**src/include/srsc_defines.svh**
```systemverilog
// timing constants of the safety relay state controller
`ifndef SRSC_DEFINES_SVH
`define SRSC_DEFINES_SVH

`define SRSC_CLK_HZ 20000000
`define SRSC_CLK_PER_MS (`SRSC_CLK_HZ / 1000)

// interlock monitoring window, in ms
`define SRSC_ILK_WINDOW_MS 200
`define SRSC_ILK_WINDOW_CYC (`SRSC_ILK_WINDOW_MS * `SRSC_CLK_PER_MS)

// quiet time needed to leave an interlock condition, in ms
`define SRSC_ILK_QUIET_MS 1000
`define SRSC_ILK_QUIET_CYC (`SRSC_ILK_QUIET_MS * `SRSC_CLK_PER_MS)

// defaults for times that are configuration dependent, in cycles
`define SRSC_ACT_DELAY_CYC 16
`define SRSC_SYNC_CYC 64
`define SRSC_RESP_CYC 2

`endif

```
**src/include/srsc_pkg.sv**
```systemverilog
// types of the safety relay state controller
package srsc_pkg;

  typedef enum logic [4:0] {
    SRSC_INIT = 5'h01,
    SRSC_OFF = 5'h02,
    SRSC_ARM = 5'h04,
    SRSC_ON = 5'h08,
    SRSC_ERR = 5'h10
  } srsc_state_t;

endpackage

```
**src/logic/srsc_timer.sv**
```systemverilog
// saturating cycle timer that runs while its enable is held
`timescale 1ns/100ps
module srsc_timer (
  input wire logic clk,
  input wire logic reset_n,
  input wire logic run,
  input wire logic [31:0] limit,
  output logic expired
);

  logic [31:0] count;

  always_ff @(posedge clk or negedge reset_n) begin
    if (!reset_n) begin
      count <= 32'h0;
    end else if (!run) begin
      count <= 32'h0;
    end else if (count != limit) begin
      count <= count + 32'h1;
    end
  end

  // high once run has been held for limit cycles
  assign expired = run && (count == limit);

endmodule

```
**src/logic/srsc_ctrl.sv**
```systemverilog
// operating-state controller of a safety relay module
`timescale 1ns/100ps
`include "srsc_defines.svh"

// Operation
// - power-up enters initialization, outputs off
// - successful init moves to deenergized run
// - any error goes to safe error state
// - deenergized run evaluates safety and start inputs
// - no start keeps outputs deenergized
// - start without safety inputs stays deenergized
// - start plus safety inputs energizes outputs
// - synchronization time must be met to energize
// - deactivation drops outputs within response time
// - one channel dropping suffices to deenergize
// - re-energize needs fresh start and inputs
// - interlock condition blocks energizing
// - output activates within activation delay; here safetyOut rises ACT_DELAY_CYC + 1 cycles after SRSC_ARM entry
// - first channel alone never energizes
// - 200 ms window, then interlock alert
// - one second both off clears interlock
module srsc_ctrl #(
  parameter logic [31:0] ACT_DELAY_CYC = `SRSC_ACT_DELAY_CYC,
  parameter logic [31:0] SYNC_CYC = `SRSC_SYNC_CYC,
  parameter logic [31:0] RESP_CYC = `SRSC_RESP_CYC,
  parameter logic [31:0] ILK_WINDOW_CYC = `SRSC_ILK_WINDOW_CYC,
  parameter logic [31:0] ILK_QUIET_CYC = `SRSC_ILK_QUIET_CYC
) (
  input wire logic clk,
  input wire logic reset_n,
  input wire logic chanA,
  input wire logic chanB,
  input wire logic startIn,
  input wire logic selfTestDone,
  input wire logic selfTestPass,
  input wire logic faultIn,
  input wire logic syncEnable,
  input wire logic interlockEnable,
  output logic safetyOut,
  output logic safeState,
  output logic [4:0] stateCode,
  output logic interlockAlert,
  output logic syncFault,
  output logic errorFlag
);

  srsc_pkg::srsc_state_t state;
  srsc_pkg::srsc_state_t next_state;

  logic bothOn;
  logic bothOff;
  logic oneOn;
  logic bothPrev;
  logic startReleased;
  logic ilkWatch;
  logic ilkExpired;
  logic quietExpired;
  logic syncExpired;
  logic actExpired;
  logic errorNow;
  logic energizeOk;

  assign bothOn = chanA && chanB;
  assign bothOff = !chanA && !chanB;
  assign oneOn = chanA ^ chanB;
  assign errorNow = faultIn || (state == srsc_pkg::SRSC_INIT && selfTestDone && !selfTestPass);

  // fresh start, both channels, no interlock and no sync fault
  assign energizeOk = startIn && startReleased && bothOn && !interlockAlert && !syncFault;

  // one channel only for too long
  srsc_timer u_sync_timer (
    .clk(clk),
    .reset_n(reset_n),
    .run(syncEnable && oneOn),
    .limit(SYNC_CYC),
    .expired(syncExpired)
  );

  // interlock window from the first channel's drop
  srsc_timer u_ilk_timer (
    .clk(clk),
    .reset_n(reset_n),
    .run(ilkWatch),
    .limit(ILK_WINDOW_CYC),
    .expired(ilkExpired)
  );

  // both channels off while the alert stands
  srsc_timer u_quiet_timer (
    .clk(clk),
    .reset_n(reset_n),
    .run(interlockAlert && bothOff),
    .limit(ILK_QUIET_CYC),
    .expired(quietExpired)
  );

  // activation delay before energizing
  srsc_timer u_act_timer (
    .clk(clk),
    .reset_n(reset_n),
    .run(state == srsc_pkg::SRSC_ARM),
    .limit(ACT_DELAY_CYC),
    .expired(actExpired)
  );

  always_comb begin
    next_state = state;
    unique case (state)
      srsc_pkg::SRSC_INIT: begin
        if (errorNow) begin
          next_state = srsc_pkg::SRSC_ERR;
        end else if (selfTestDone && selfTestPass) begin
          next_state = srsc_pkg::SRSC_OFF;
        end
      end
      srsc_pkg::SRSC_OFF: begin
        if (errorNow) begin
          next_state = srsc_pkg::SRSC_ERR;
        end else if (energizeOk) begin
          next_state = srsc_pkg::SRSC_ARM;
        end
      end
      srsc_pkg::SRSC_ARM: begin
        if (errorNow) begin
          next_state = srsc_pkg::SRSC_ERR;
        end else if (!bothOn || interlockAlert || syncFault) begin
          next_state = srsc_pkg::SRSC_OFF;
        end else if (actExpired) begin
          next_state = srsc_pkg::SRSC_ON;
        end
      end
      srsc_pkg::SRSC_ON: begin
        if (errorNow) begin
          next_state = srsc_pkg::SRSC_ERR;
        end else if (!bothOn) begin
          next_state = srsc_pkg::SRSC_OFF;
        end
      end
      srsc_pkg::SRSC_ERR: begin
        next_state = srsc_pkg::SRSC_ERR;
      end
      default: begin
        next_state = srsc_pkg::SRSC_ERR;
      end
    endcase
  end

  // reset acts as power-on: initialization first
  always_ff @(posedge clk or negedge reset_n) begin
    if (!reset_n) begin
      state <= srsc_pkg::SRSC_INIT;
    end else begin
      state <= next_state;
    end
  end

  always_ff @(posedge clk or negedge reset_n) begin
    if (!reset_n) begin
      safetyOut <= 1'b0;
      safeState <= 1'b1;
      stateCode <= 5'h01;
    end else begin
      safetyOut <= (next_state == srsc_pkg::SRSC_ON);
      safeState <= (next_state != srsc_pkg::SRSC_ON);
      stateCode <= next_state;
    end
  end

  always_ff @(posedge clk or negedge reset_n) begin
    if (!reset_n) begin
      errorFlag <= 1'b0;
    end else if (next_state == srsc_pkg::SRSC_ERR) begin
      errorFlag <= 1'b1;
    end
  end

  // start must be seen released before each energize
  always_ff @(posedge clk or negedge reset_n) begin
    if (!reset_n) begin
      startReleased <= 1'b0;
    end else if (!startIn) begin
      startReleased <= 1'b1;
    end else if (next_state == srsc_pkg::SRSC_ARM) begin
      startReleased <= 1'b0;
    end
  end

  always_ff @(posedge clk or negedge reset_n) begin
    if (!reset_n) begin
      syncFault <= 1'b0;
    end else if (syncExpired) begin
      syncFault <= 1'b1;
    end else if (bothOff || !syncEnable) begin
      syncFault <= 1'b0;
    end
  end

  always_ff @(posedge clk or negedge reset_n) begin
    if (!reset_n) begin
      bothPrev <= 1'b0;
    end else begin
      bothPrev <= bothOn;
    end
  end

  // window opens when one of two active channels drops
  always_ff @(posedge clk or negedge reset_n) begin
    if (!reset_n) begin
      ilkWatch <= 1'b0;
    end else if (!interlockEnable || bothOff || ilkExpired || bothOn) begin
      ilkWatch <= 1'b0;
    end else if (bothPrev && oneOn) begin
      ilkWatch <= 1'b1;
    end
  end

  // expiry or reactivation of the first channel raises the alert
  always_ff @(posedge clk or negedge reset_n) begin
    if (!reset_n) begin
      interlockAlert <= 1'b0;
    end else if (ilkWatch && (ilkExpired || bothOn)) begin
      interlockAlert <= 1'b1;
    end else if (quietExpired) begin
      interlockAlert <= 1'b0;
    end
  end

  logic [31:0] offCount;

  // cycles from a channel drop in ON until the output is off
  always_ff @(posedge clk or negedge reset_n) begin
    if (!reset_n) begin
      offCount <= 32'h0;
    end else if (safetyOut && !bothOn) begin
      offCount <= offCount + 32'h1;
    end else begin
      offCount <= 32'h0;
    end
  end

  a_init_outputs_off: assert property (@(posedge clk) disable iff (!reset_n)
    (state == srsc_pkg::SRSC_INIT) |-> !safetyOut && safeState)
    else $error("output energized during initialization");

  a_init_to_run: assert property (@(posedge clk) disable iff (!reset_n)
    (state == srsc_pkg::SRSC_INIT && selfTestDone && selfTestPass && !faultIn)
    |=> (state == srsc_pkg::SRSC_OFF) && !safetyOut)
    else $error("successful init did not reach deenergized run");

  a_error_safe: assert property (@(posedge clk) disable iff (!reset_n)
    faultIn |=> (state == srsc_pkg::SRSC_ERR) && !safetyOut && errorFlag)
    else $error("error not followed by safe error state");

  a_no_start_off: assert property (@(posedge clk) disable iff (!reset_n)
    (state == srsc_pkg::SRSC_OFF && !startIn) |=> (state != srsc_pkg::SRSC_ARM) && !safetyOut)
    else $error("left deenergized run without start");

  a_inputs_low_off: assert property (@(posedge clk) disable iff (!reset_n)
    (state == srsc_pkg::SRSC_OFF && startIn && !bothOn && !faultIn) |=> (state == srsc_pkg::SRSC_OFF))
    else $error("armed with safety inputs not active");

  a_energize_arm: assert property (@(posedge clk) disable iff (!reset_n)
    (state == srsc_pkg::SRSC_OFF && energizeOk && !faultIn) |=> (state == srsc_pkg::SRSC_ARM))
    else $error("start and inputs active but not armed");

  a_act_delay_on: assert property (@(posedge clk) disable iff (!reset_n)
    (state == srsc_pkg::SRSC_ARM && actExpired && bothOn && !interlockAlert && !syncFault && !faultIn)
    |=> safetyOut)
    else $error("output not energized after activation delay");

  a_sync_block: assert property (@(posedge clk) disable iff (!reset_n)
    (syncFault && state != srsc_pkg::SRSC_ON) |=> !safetyOut)
    else $error("energized despite synchronization fault");

  a_drop_resp: assert property (@(posedge clk) disable iff (!reset_n)
    offCount < RESP_CYC)
    else $error("output not off within response time");

  a_one_chan_drop: assert property (@(posedge clk) disable iff (!reset_n)
    (safetyOut && (chanA != chanB)) |=> !safetyOut ##0 (state != srsc_pkg::SRSC_ON))
    else $error("single channel drop did not deenergize");

  a_rearm_start: assert property (@(posedge clk) disable iff (!reset_n)
    (state == srsc_pkg::SRSC_OFF && !startReleased) |=> (state != srsc_pkg::SRSC_ARM))
    else $error("re-energized without fresh start");

  a_ilk_block: assert property (@(posedge clk) disable iff (!reset_n)
    (state == srsc_pkg::SRSC_OFF && interlockAlert) |=> (state != srsc_pkg::SRSC_ARM))
    else $error("armed during interlock condition");

  a_first_chan_only: assert property (@(posedge clk) disable iff (!reset_n)
    (!safetyOut && (chanA != chanB)) |=> !safetyOut)
    else $error("single channel energized output");

  a_ilk_window: assert property (@(posedge clk) disable iff (!reset_n)
    (ilkWatch && ilkExpired) |=> interlockAlert)
    else $error("interlock window expired without alert");

  a_ilk_clear: assert property (@(posedge clk) disable iff (!reset_n)
    $fell(interlockAlert) |-> $past(quietExpired) && $past(bothOff))
    else $error("interlock cleared without quiet time");

  c_energize: cover property (@(posedge clk) disable iff (!reset_n) $rose(safetyOut));
  c_drop: cover property (@(posedge clk) disable iff (!reset_n) $fell(safetyOut));
  c_ilk_alert: cover property (@(posedge clk) disable iff (!reset_n) $rose(interlockAlert));
  c_error: cover property (@(posedge clk) disable iff (!reset_n) $rose(errorFlag));

endmodule

```
**config.mk**
```make
export PLATFORM = sky130hd
export DESIGN_NAME = srsc_ctrl
export DESIGN_NICKNAME = d
export VERILOG_FILES = /design/src/include/srsc_pkg.sv /design/src/logic/srsc_timer.sv /design/src/logic/srsc_ctrl.sv
export VERILOG_INCLUDE_DIRS = /design/src /design/src/include
export SDC_FILE = /design/constraint.sdc
export NUM_CORES = 1
export LEC_CHECK = 0
export BUFFER_PORTS_ARGS = -buffer_cell sky130_fd_sc_hd__clkbuf_2
export CAP_MARGIN = 20
export CORE_ASPECT_RATIO = 1.4
export CORE_UTILIZATION = 30
export CTS_CLUSTER_DIAMETER = 120
export DETAILED_ROUTE_END_ITERATION = 10
export PLACE_DENSITY = 0.56
export SLEW_MARGIN = 20
export SYNTH_ARGS = -nofsm -noshare
export SYNTH_HDL_FRONTEND = slang
export SYNTH_SLANG_ARGS = --single-unit
```
**constraint.sdc**
```tcl
create_clock -name clk -period 2.1 [get_ports clk]
set_input_delay 0.21 -clock clk [delete_from_list [all_inputs] [get_ports clk]]
set_output_delay 0.21 -clock clk [all_outputs]
set_load 0.01 [all_outputs]
```
Yosys cells after proc, flatten, opt, wreduce, memory -nomap -nowiden
Index checks and enable logic that the tools add are counted.
- $add $sub $neg: 4
- reduce and logical (&&, ||, !) cells: 36
- equality and inequality tests: 21
- muxes and demuxes: 26
- bitwise operators: 1
- operators with widths (operator ; number):
    $mux W32 ; 8
    $add A32 B1 Y32 const B ; 4
    $mux W5 ; 9
    $eq A32 B22 Y1 const B ; 1
    $eq A32 B25 Y1 const B ; 1
    $eq A32 B5 Y1 const B ; 1
    $eq A32 B7 Y1 const B ; 1
    $ne A32 B22 Y1 const B ; 1
    $ne A32 B25 Y1 const B ; 1
    $ne A32 B5 Y1 const B ; 1
    $ne A32 B7 Y1 const B ; 1
    $pmux W5 S4 ; 1
    $logic_and A1 B1 Y1 ; 17
    $eq A5 B3 Y1 const B ; 2
    $eq A5 B4 Y1 const B ; 2
    $logic_not A1 Y1 ; 8
    $logic_or A1 B1 Y1 ; 8
    $mux W1 ; 8
    $ne A2 B2 Y1 const B ; 3
    $reduce_bool A2 Y1 ; 3
    $eq A5 B1 Y1 const B ; 1
    $eq A5 B2 Y1 const B ; 1
    $eq A5 B5 Y1 const B ; 1
    $ne A5 B4 Y1 const B ; 1
    2 further kinds ; 3
- output and inout bits: 10
- word-level logic and storage cells: 101
- register bits after elaboration: 141
- input port bits: 10

Longest topological paths before layout
Gate-level depths: netlist (run 1).
- depth in word-level cells: 10
- mapped depth: 7
- depth with buffers taken out: 7

Cells and area by module
A second synthesis (run 1) with hierarchy kept.
- cells, all modules: 1338
- area, all modules: 11507.3 sq um
- by module, submodules not included (module ; cells each ; area each (sq um) ; instances ; seq. area each (sq um)):
    srsc_timer ; 317 ; 2700.1 ; 4 ; 800.8
    srsc_ctrl ; 70 ; 706.9 ; 1 ; 327.8

Least setup slack after synthesis (run 1)
No wires, ideal clock.
- path type: flip-flop to flip-flop
- start point: register u_sync_timer.count[8]
- end point: register u_sync_timer.count[31]
- path buffers: 1
- stages on the path, launching flop included: 7
- arrival time: 1.879 ns
- library setup time: 0.077 ns
- clock period less this slack: 1.956 ns
- setup slack: 0.144 ns
- path through: dfrtp_1 -> and4_1 -> buf_4 -> nand4_4 -> or4_4 -> or3_1 -> a21oi_1
- word-level cells in the longest chain between the ends: 3
- elaborated cells on any way between the ends: 5
- classes of those cells: add/sub: 1; eq/ne: 2; mux: 2
- RTL lines (what ; line ; source):
    start, declared ; srsc_timer.sv:11 ; logic [31:0] count;
    start signal, assigned ; srsc_timer.sv:19 ; count <= count + 32'h1;
    $add A32 B1 Y32 ; srsc_timer.sv:19 ;
    $mux W32 ; srsc_timer.sv:18 ; end else if (count != limit) begin
    $mux W32 ; srsc_timer.sv:16 ; end else if (!run) begin
Several ways; a longest one is shown, not always the timed one. The select of a mux whose other input is x is not followed.
A chain may end at the register's enable or synchronous reset.

Worst setup path in the final report (run 1)
- start point: register u_sync_timer.count[4]
- end point: register u_sync_timer.count[31]
The elaborated chain is that of the path after synthesis.

==> results of run 1 <==
-- per-stage QoR --
step	hold slack, ps	std cells	area (um^2)	power [uW]	setup WS (ps)
floorplan	-85.59	766	7348	2865	144.0
global placement	122.7	1115	8100	2983	144.4
detailed placement	124.4	1115	8100	2984	74.28
CTS	27.52	1150	8786	6359	56.97
global route	43.87	1151	8833	6497	8.086
finish	41.67	1151	8833	6273	98.14
-- final cells by class --
| cell class | instances | area, um^2 | share of cell area [%] |
|---|---|---|---|
| clock buffer | 18 | 439.2 | 4.972 |
| clock inverter | 14 | 216.5 | 2.450 |
| inverter | 25 | 93.84 | 1.062 |
| multi-input combinational | 575 | 3662 | 41.46 |
| sequential | 141 | 3532 | 39.99 |
| tap | 310 | 387.9 | 4.391 |
| timing repair buffer | 68 | 501.7 | 5.680 |
-- logic make-up after synthesis --
group | count (synthesis)
compound gates | 47
xor+xnor | 107
simple gates | 406
buf+inv | 50
mux | 5
fa+ha+maj | 10
flops | 141
-- synthesized netlist by cell type, drive strengths merged (21+ instances only) --
library cell and instances:
nand2 49, nand3 47, and2 32, nor3 21
nand4 43, xnor2 63, nor4 37, clkbuf 21
xor2 44, inv 25, dfrtp 139, nor2 100
-- report_power, final --
part	total (uW)	internal, uW	switching, uW
Clock	3340	2140	1200
Sequential	2750	2730	16.9
Combinational	182	57.7	125
Total	6270	4930	1340
-- repair_timing --
item                                   4_1_cts  5_1_grt
endpoints found under the hold margin       30        0
gates resized for setup                      0        8
setup endpoints to repair                    0       10
hold buffers                                 3        0
buffers inserted                             0        1
-- state kept, by name, indices dropped and copies added, names as in the netlist, 5 cells and up --
| name | flops |
|---|---|
| u_act_timer.count | 32 |
| u_quiet_timer.count | 32 |
| u_ilk_timer.count | 32 |
| stateCode | 5 |
| u_sync_timer.count | 32 |
-- layer usage --
layer	part of all wire, %	track usage [%]	up-vias
li1	-	-	2796
met1	45	16.31	2750
met2	50	23.77	69
met3	2.1	2.385	24
met4	2.4	6.353	0
met5	0	0	-
-- worst max-delay path: cells and delay by family, from the launching register on --
kind,cells,cell delay [ps]
simple gates,4,1360
flops,1,400
compound gates,1,160
-- path summary, 6_finish.rpt --
check	slack, ps	depth (start not counted)	end
hold reg to reg	550	2	u_quiet_timer.count[31]
max in group asynchronous	1220	3	u_sync_timer.count[4]
min in group asynchronous	230	2	u_act_timer.count[11]
hold / removal	40	2	startReleased
setup reg to reg	100	5	u_sync_timer.count[31]
setup / recovery	100	5	u_sync_timer.count[31]
==> reports/qor.yml, run 1 <==
cts_tree: "built"
report.final.hold_viol_count: 0
routabilityCongestion: 0.7701
ant_nets: 0
drcViolationCount: 0
powerDensity_nw_per_um2: 710.1
finalSetupViolCount: 0
critical_path_arrival_ps: 2340
antenna_found_initial: 0
ys_warn_count: 0
num_rows: 67
track_usage_pct: 13.70
grt_overflow: 0
grt_max_degree: 37
antennaDiodeCount: 0
synth_top_area_cell: "dfrtp_1"
wl_um: 15890
finalCritPeriodShare_pct: 95.33
htreeDepth: 4
die_area_um2: 25130
crit_slowest_cell: "or4_4"
async_reset_ff_share_pct: 100.0
initialDrtViolationCount: 280
min_period_ps: 2002
tightest_slew_ps: 548.0
portBuffers: 19
synthSimpleGateAreaFrac_pct: 30.44
crit_top_cell: "or3_1"
via_count: 5639
synth_edf_count: 0
synth_area_um2: 7348
synth_fp_nets: 786
ys_top_cells_by_area: "dfrtp_1 (47%), xnor2_1 (7.5%), xor2_1 (5.2%)"
synth_compound_area_share_pct: 3.729
synth-seq-area-share_pct: 48.05
synth_cells: 766
path_clk_slew_ps: 60
fin_nets: 848
die_x_um: 134.3
cp_max_fo: 6
synth_cell_types: 49
area_growth_pct: 20.21
endpoint_kind: "flip-flop"
clock_path_buffers: 2
dpl.hpwl_um: 11020
status: "finished clean"
fmaxAchievable_mhz: 499.5
avgSynthCellArea_um2: 9.593
fillCellCount: 2463
setup_tns_ps: 0
relSlewSlack_pct: 63.47
post_drt_wl_per_cell_um: 13.80
max_stage_delay_ps: 460
cts_sinks: 141
r2r_start: "u_sync_timer.count[4]"
cts_buffers: 17
start_util_pct: 30.65
hp-start: "startIn"
final_cell_mix: "dfrtp_1 (138), nor2_1 (100), xnor2_1 (63)"
clk_latency_ps: 420
worstPathRequired_ps: 2440
synth-main-ff-cell: "dfrtp_1"
core_area_um2: 23980
grt_pass1_vias: 5800
final_common_cell: "dfrtp_1"
ys_ff_latch: 141
synth_top_family_by_area: "simple AND/OR/NAND/NOR gates"
clk_root_buffer_cell: "clkbuf_16"
rsz0062_at_grt: "no"
slew_violations: 0
io-pin-count: 20
drv_cap: 0
crit_type: "flip-flop to flip-flop"
synthAdderAreaFrac_pct: 1.703
start_kind: "flip-flop"
synth_mux_area_share_pct: 0.6811
grt_pass1_wl_um: 27840
final_util_pct: 36.84
critPathLaunch: "u_sync_timer.count[4]"
synth_xor_xnor_area_share_pct: 12.75
die_y_um: 187.2
drive_gt1_share_pct: 14.86
p_leak_uw: 0.003509
min_path_type: "input pin to flip-flop"
finClkSkew_ps: 6.970
crit_path_cell_trace: "nand3_2, or3_1, or4_4, or3_1, a21oi_1"
viasPerCell: 4.899
synth_top_cell_area_share_pct: 47.34
first_pass_iters: 4
vdd_drop_max_mv: 0.4124
No activity file was read; power rests on OpenSTA's default activity.
==> run 2, diff against run 1 <==
- BUFFER_PORTS_ARGS: -buffer_cell sky130_fd_sc_hd__clkbuf_2 -> -buffer_cell sky130_fd_sc_hd__buf_2
==> run 2 against run 1 <==
  * Clock skew grew 2.2 ps
  * Routed wire length increased by 1.1%
  * Sequential power about the same
  * Sequential share of layout area increased by 0.51 points
  * Count of clock-buffer cells in the layout down 1
  * Combinational power hardly changed
  * Non-clock buffer count shrank 4
  * Maximum frequency is 0.12% lower
  * Largest power group unchanged
==> reports/qor.yml, run 2 (synthesis results as in run 1) <==
critPathBufInv: 0  # unchanged
tightest_slew_ps: 475.6  # -72.34 ps
cts_buffers: 17  # unchanged
clk_latency_ps: 430  # about the same
antenna_found_initial: 0  # unchanged
regToRegEndpoint: "u_sync_timer.count[31]"
stdcell_area_um2: 8718  # -1.3%
hp-start: "interlockEnable"
finalSetupViolCount: 0  # unchanged
report.final.hold_viol_count: 0  # unchanged
area_growth_pct: 18.64
drv_cap: 0  # unchanged
core_area_um2: 23980  # unchanged
fmaxAchievable_mhz: 498.9  # -0.12%
die_area_um2: 25130  # unchanged
drt-met1-wl_um: 7395  # +2.6%
dp.cells: 1112  # -0.27%
p_leak_uw: 0.003468  # -1.2%
finalCritPeriodShare_pct: 95.45  # +0.12 points
vdd_drop_max_mv: 0.4709  # +14%
cts_tree: "built"
min_period_ps: 2004  # +2.483 ps
routabilityCongestion: 0.7739  # +0.49%
wl_met3_um: 474  # +40%
initialDrtViolationCount: 283  # +1.1%
dpl.hpwl_um: 10930  # -0.81%
ant_nets: 0  # unchanged
critPathTopFamily: "simple AND/OR/NAND/NOR gates"
path_clk_slew_ps: 60  # about the same
post_cts_buffers: 0  # unchanged
first_pass_iters: 5  # +1
worstSetupEndpoint: "u_sync_timer.count[31]"
start_util_pct: 30.65  # unchanged
crit_path_cell_trace: "nand3_2, or3_1, or4_4, or3_1, a21oi_1"
portBuffers: 19  # unchanged
critPathLaunch: "u_sync_timer.count[5]"
grt_pass1_wl_um: 27570  # -0.97%
grt_overflow: 0  # unchanged
clk_root_buffer_cell: "clkbuf_16"
routed.top_layer: "met4"
grt_pass1_vias: 5608  # -3.3%
grt_max_degree: 52  # +41%
num_rows: 67  # unchanged
status: "finished clean"
wl_met2_um: 7743  # -2.6%
final_cell_mix: "dfrtp_1 (139), nor2_1 (100), xnor2_1 (63)"
cts_sinks: 141  # unchanged
via_count: 5558  # -1.4%
relSlewSlack_pct: 67.84  # +4.4 points
track_usage_pct: 13.74  # +0.041 points
finClkSkew_ps: 9.150  # +2.180 ps
die_x_um: 134.3  # unchanged
min_path_type: "input pin to flip-flop"
fin_nets: 844  # -0.47%
max_stage_delay_ps: 460  # about the same
htreeDepth: 4  # unchanged
reg2reg_setup_slack_ps: 100  # about the same
critical_path_arrival_ps: 2360  # +20 ps
post_drt_wl_per_cell_um: 14.00  # +1.4%
p_total_uw: 5922  # -5.6%
final_common_cell: "dfrtp_1"
endpoint_kind: "flip-flop"
drive_gt1_share_pct: 14.22  # -0.65 points
crit_top_cell: "or3_1"
antennaDiodeCount: 0  # unchanged
viasPerCell: 4.846  # -1.1%
io-pin-count: 20  # unchanged
powerDensity_nw_per_um2: 679.2  # -4.4%
dpl_cell_area_um2: 8078  # -0.28%
dp_slack_ps: 72.05  # -2.232 ps
fin_ws_ps: 95.65  # -2.483 ps
cp_max_fo: 6  # unchanged
clock_path_buffers: 2  # unchanged
crit_type: "flip-flop to flip-flop"
reg2reg_depth: 5  # unchanged
wl_um: 16060  # +1.1%
slew_violations: 0  # unchanged
stdcell_count: 1147  # -0.35%
worstPathRequired_ps: 2450  # about the same
r2r_start: "u_sync_timer.count[5]"
crit_slowest_cell: "or4_4"
start_kind: "flip-flop"
cp.depth: 5  # unchanged
die_y_um: 187.2  # unchanged
drcViolationCount: 0  # unchanged
==> run 2: layer usage <==
layer	GRT usage [%]	vias up
li1	-	2783
met2	22.64	82
met5	0	-
met1	17.03	2667
met3	3.035	26
met4	6.266	0
==> run 2: report_power, final <==
group | internal, uW | total [uW] | leakage, uW | switching (uW)
sequential | 2730 | 2750 | 0.00194 | 17.1
clock | 1680 | 2990 | 0.000289 | 1320
combinational | 55.4 | 183 | 0.00124 | 127
==> run 2: cell type report <==
type / count / area (um^2)
clock buffers: 17 / 425.4
clock inverters: 15 / 152.6
fillers: 2468 / 15260
inverters: 25 / 93.84
multi-input cells: 575 / 3656
flip-flops and latches: 141 / 3531
well taps: 310 / 387.9
repair buffers: 64 / 471.7
==> run 2: worst reg2reg max path, stage by stage (launching register included) <==
cell     delay (ps)
dfrtp_1         410
nand3_2         140
or3_1           420
or4_4           460
or3_1           360
a21oi_1         150
==> run 2: worst min path at each step <==
stage / end / cells after the start
6_report: ilkWatch / 2
4_1_cts: ilkWatch / 2
5_1_grt: ilkWatch / 2
3_3_place_gp: u_act_timer.count[12] / 1
2_1_floorplan: bothPrev / 0
3_5_place_dp: u_act_timer.count[12] / 1
==> run 2: repair_timing <==
action / in CTS / in global routing
hold buffers: 3 / 0
gates resized for setup: 0 / 6
hold endpoints to repair: 44 / 0
endpoints found under the setup margin: 0 / 7
==> run 2: through the flow <==
| step | hold WS [ps] | util, % | setup TNS, ps |
|---|---|---|---|
| 5_1_grt | 1.782 | 36.36 | -12.10 |
| 3_3_place_gp | 176.2 | 33.69 | 0 |
| 2_1_floorplan | -85.59 | - | 0 |
| 6_report | 27.18 | 36.36 | 0 |
| 3_5_place_dp | 176.0 | 33.69 | 0 |
| 4_1_cts | 5.541 | 36.23 | 0 |
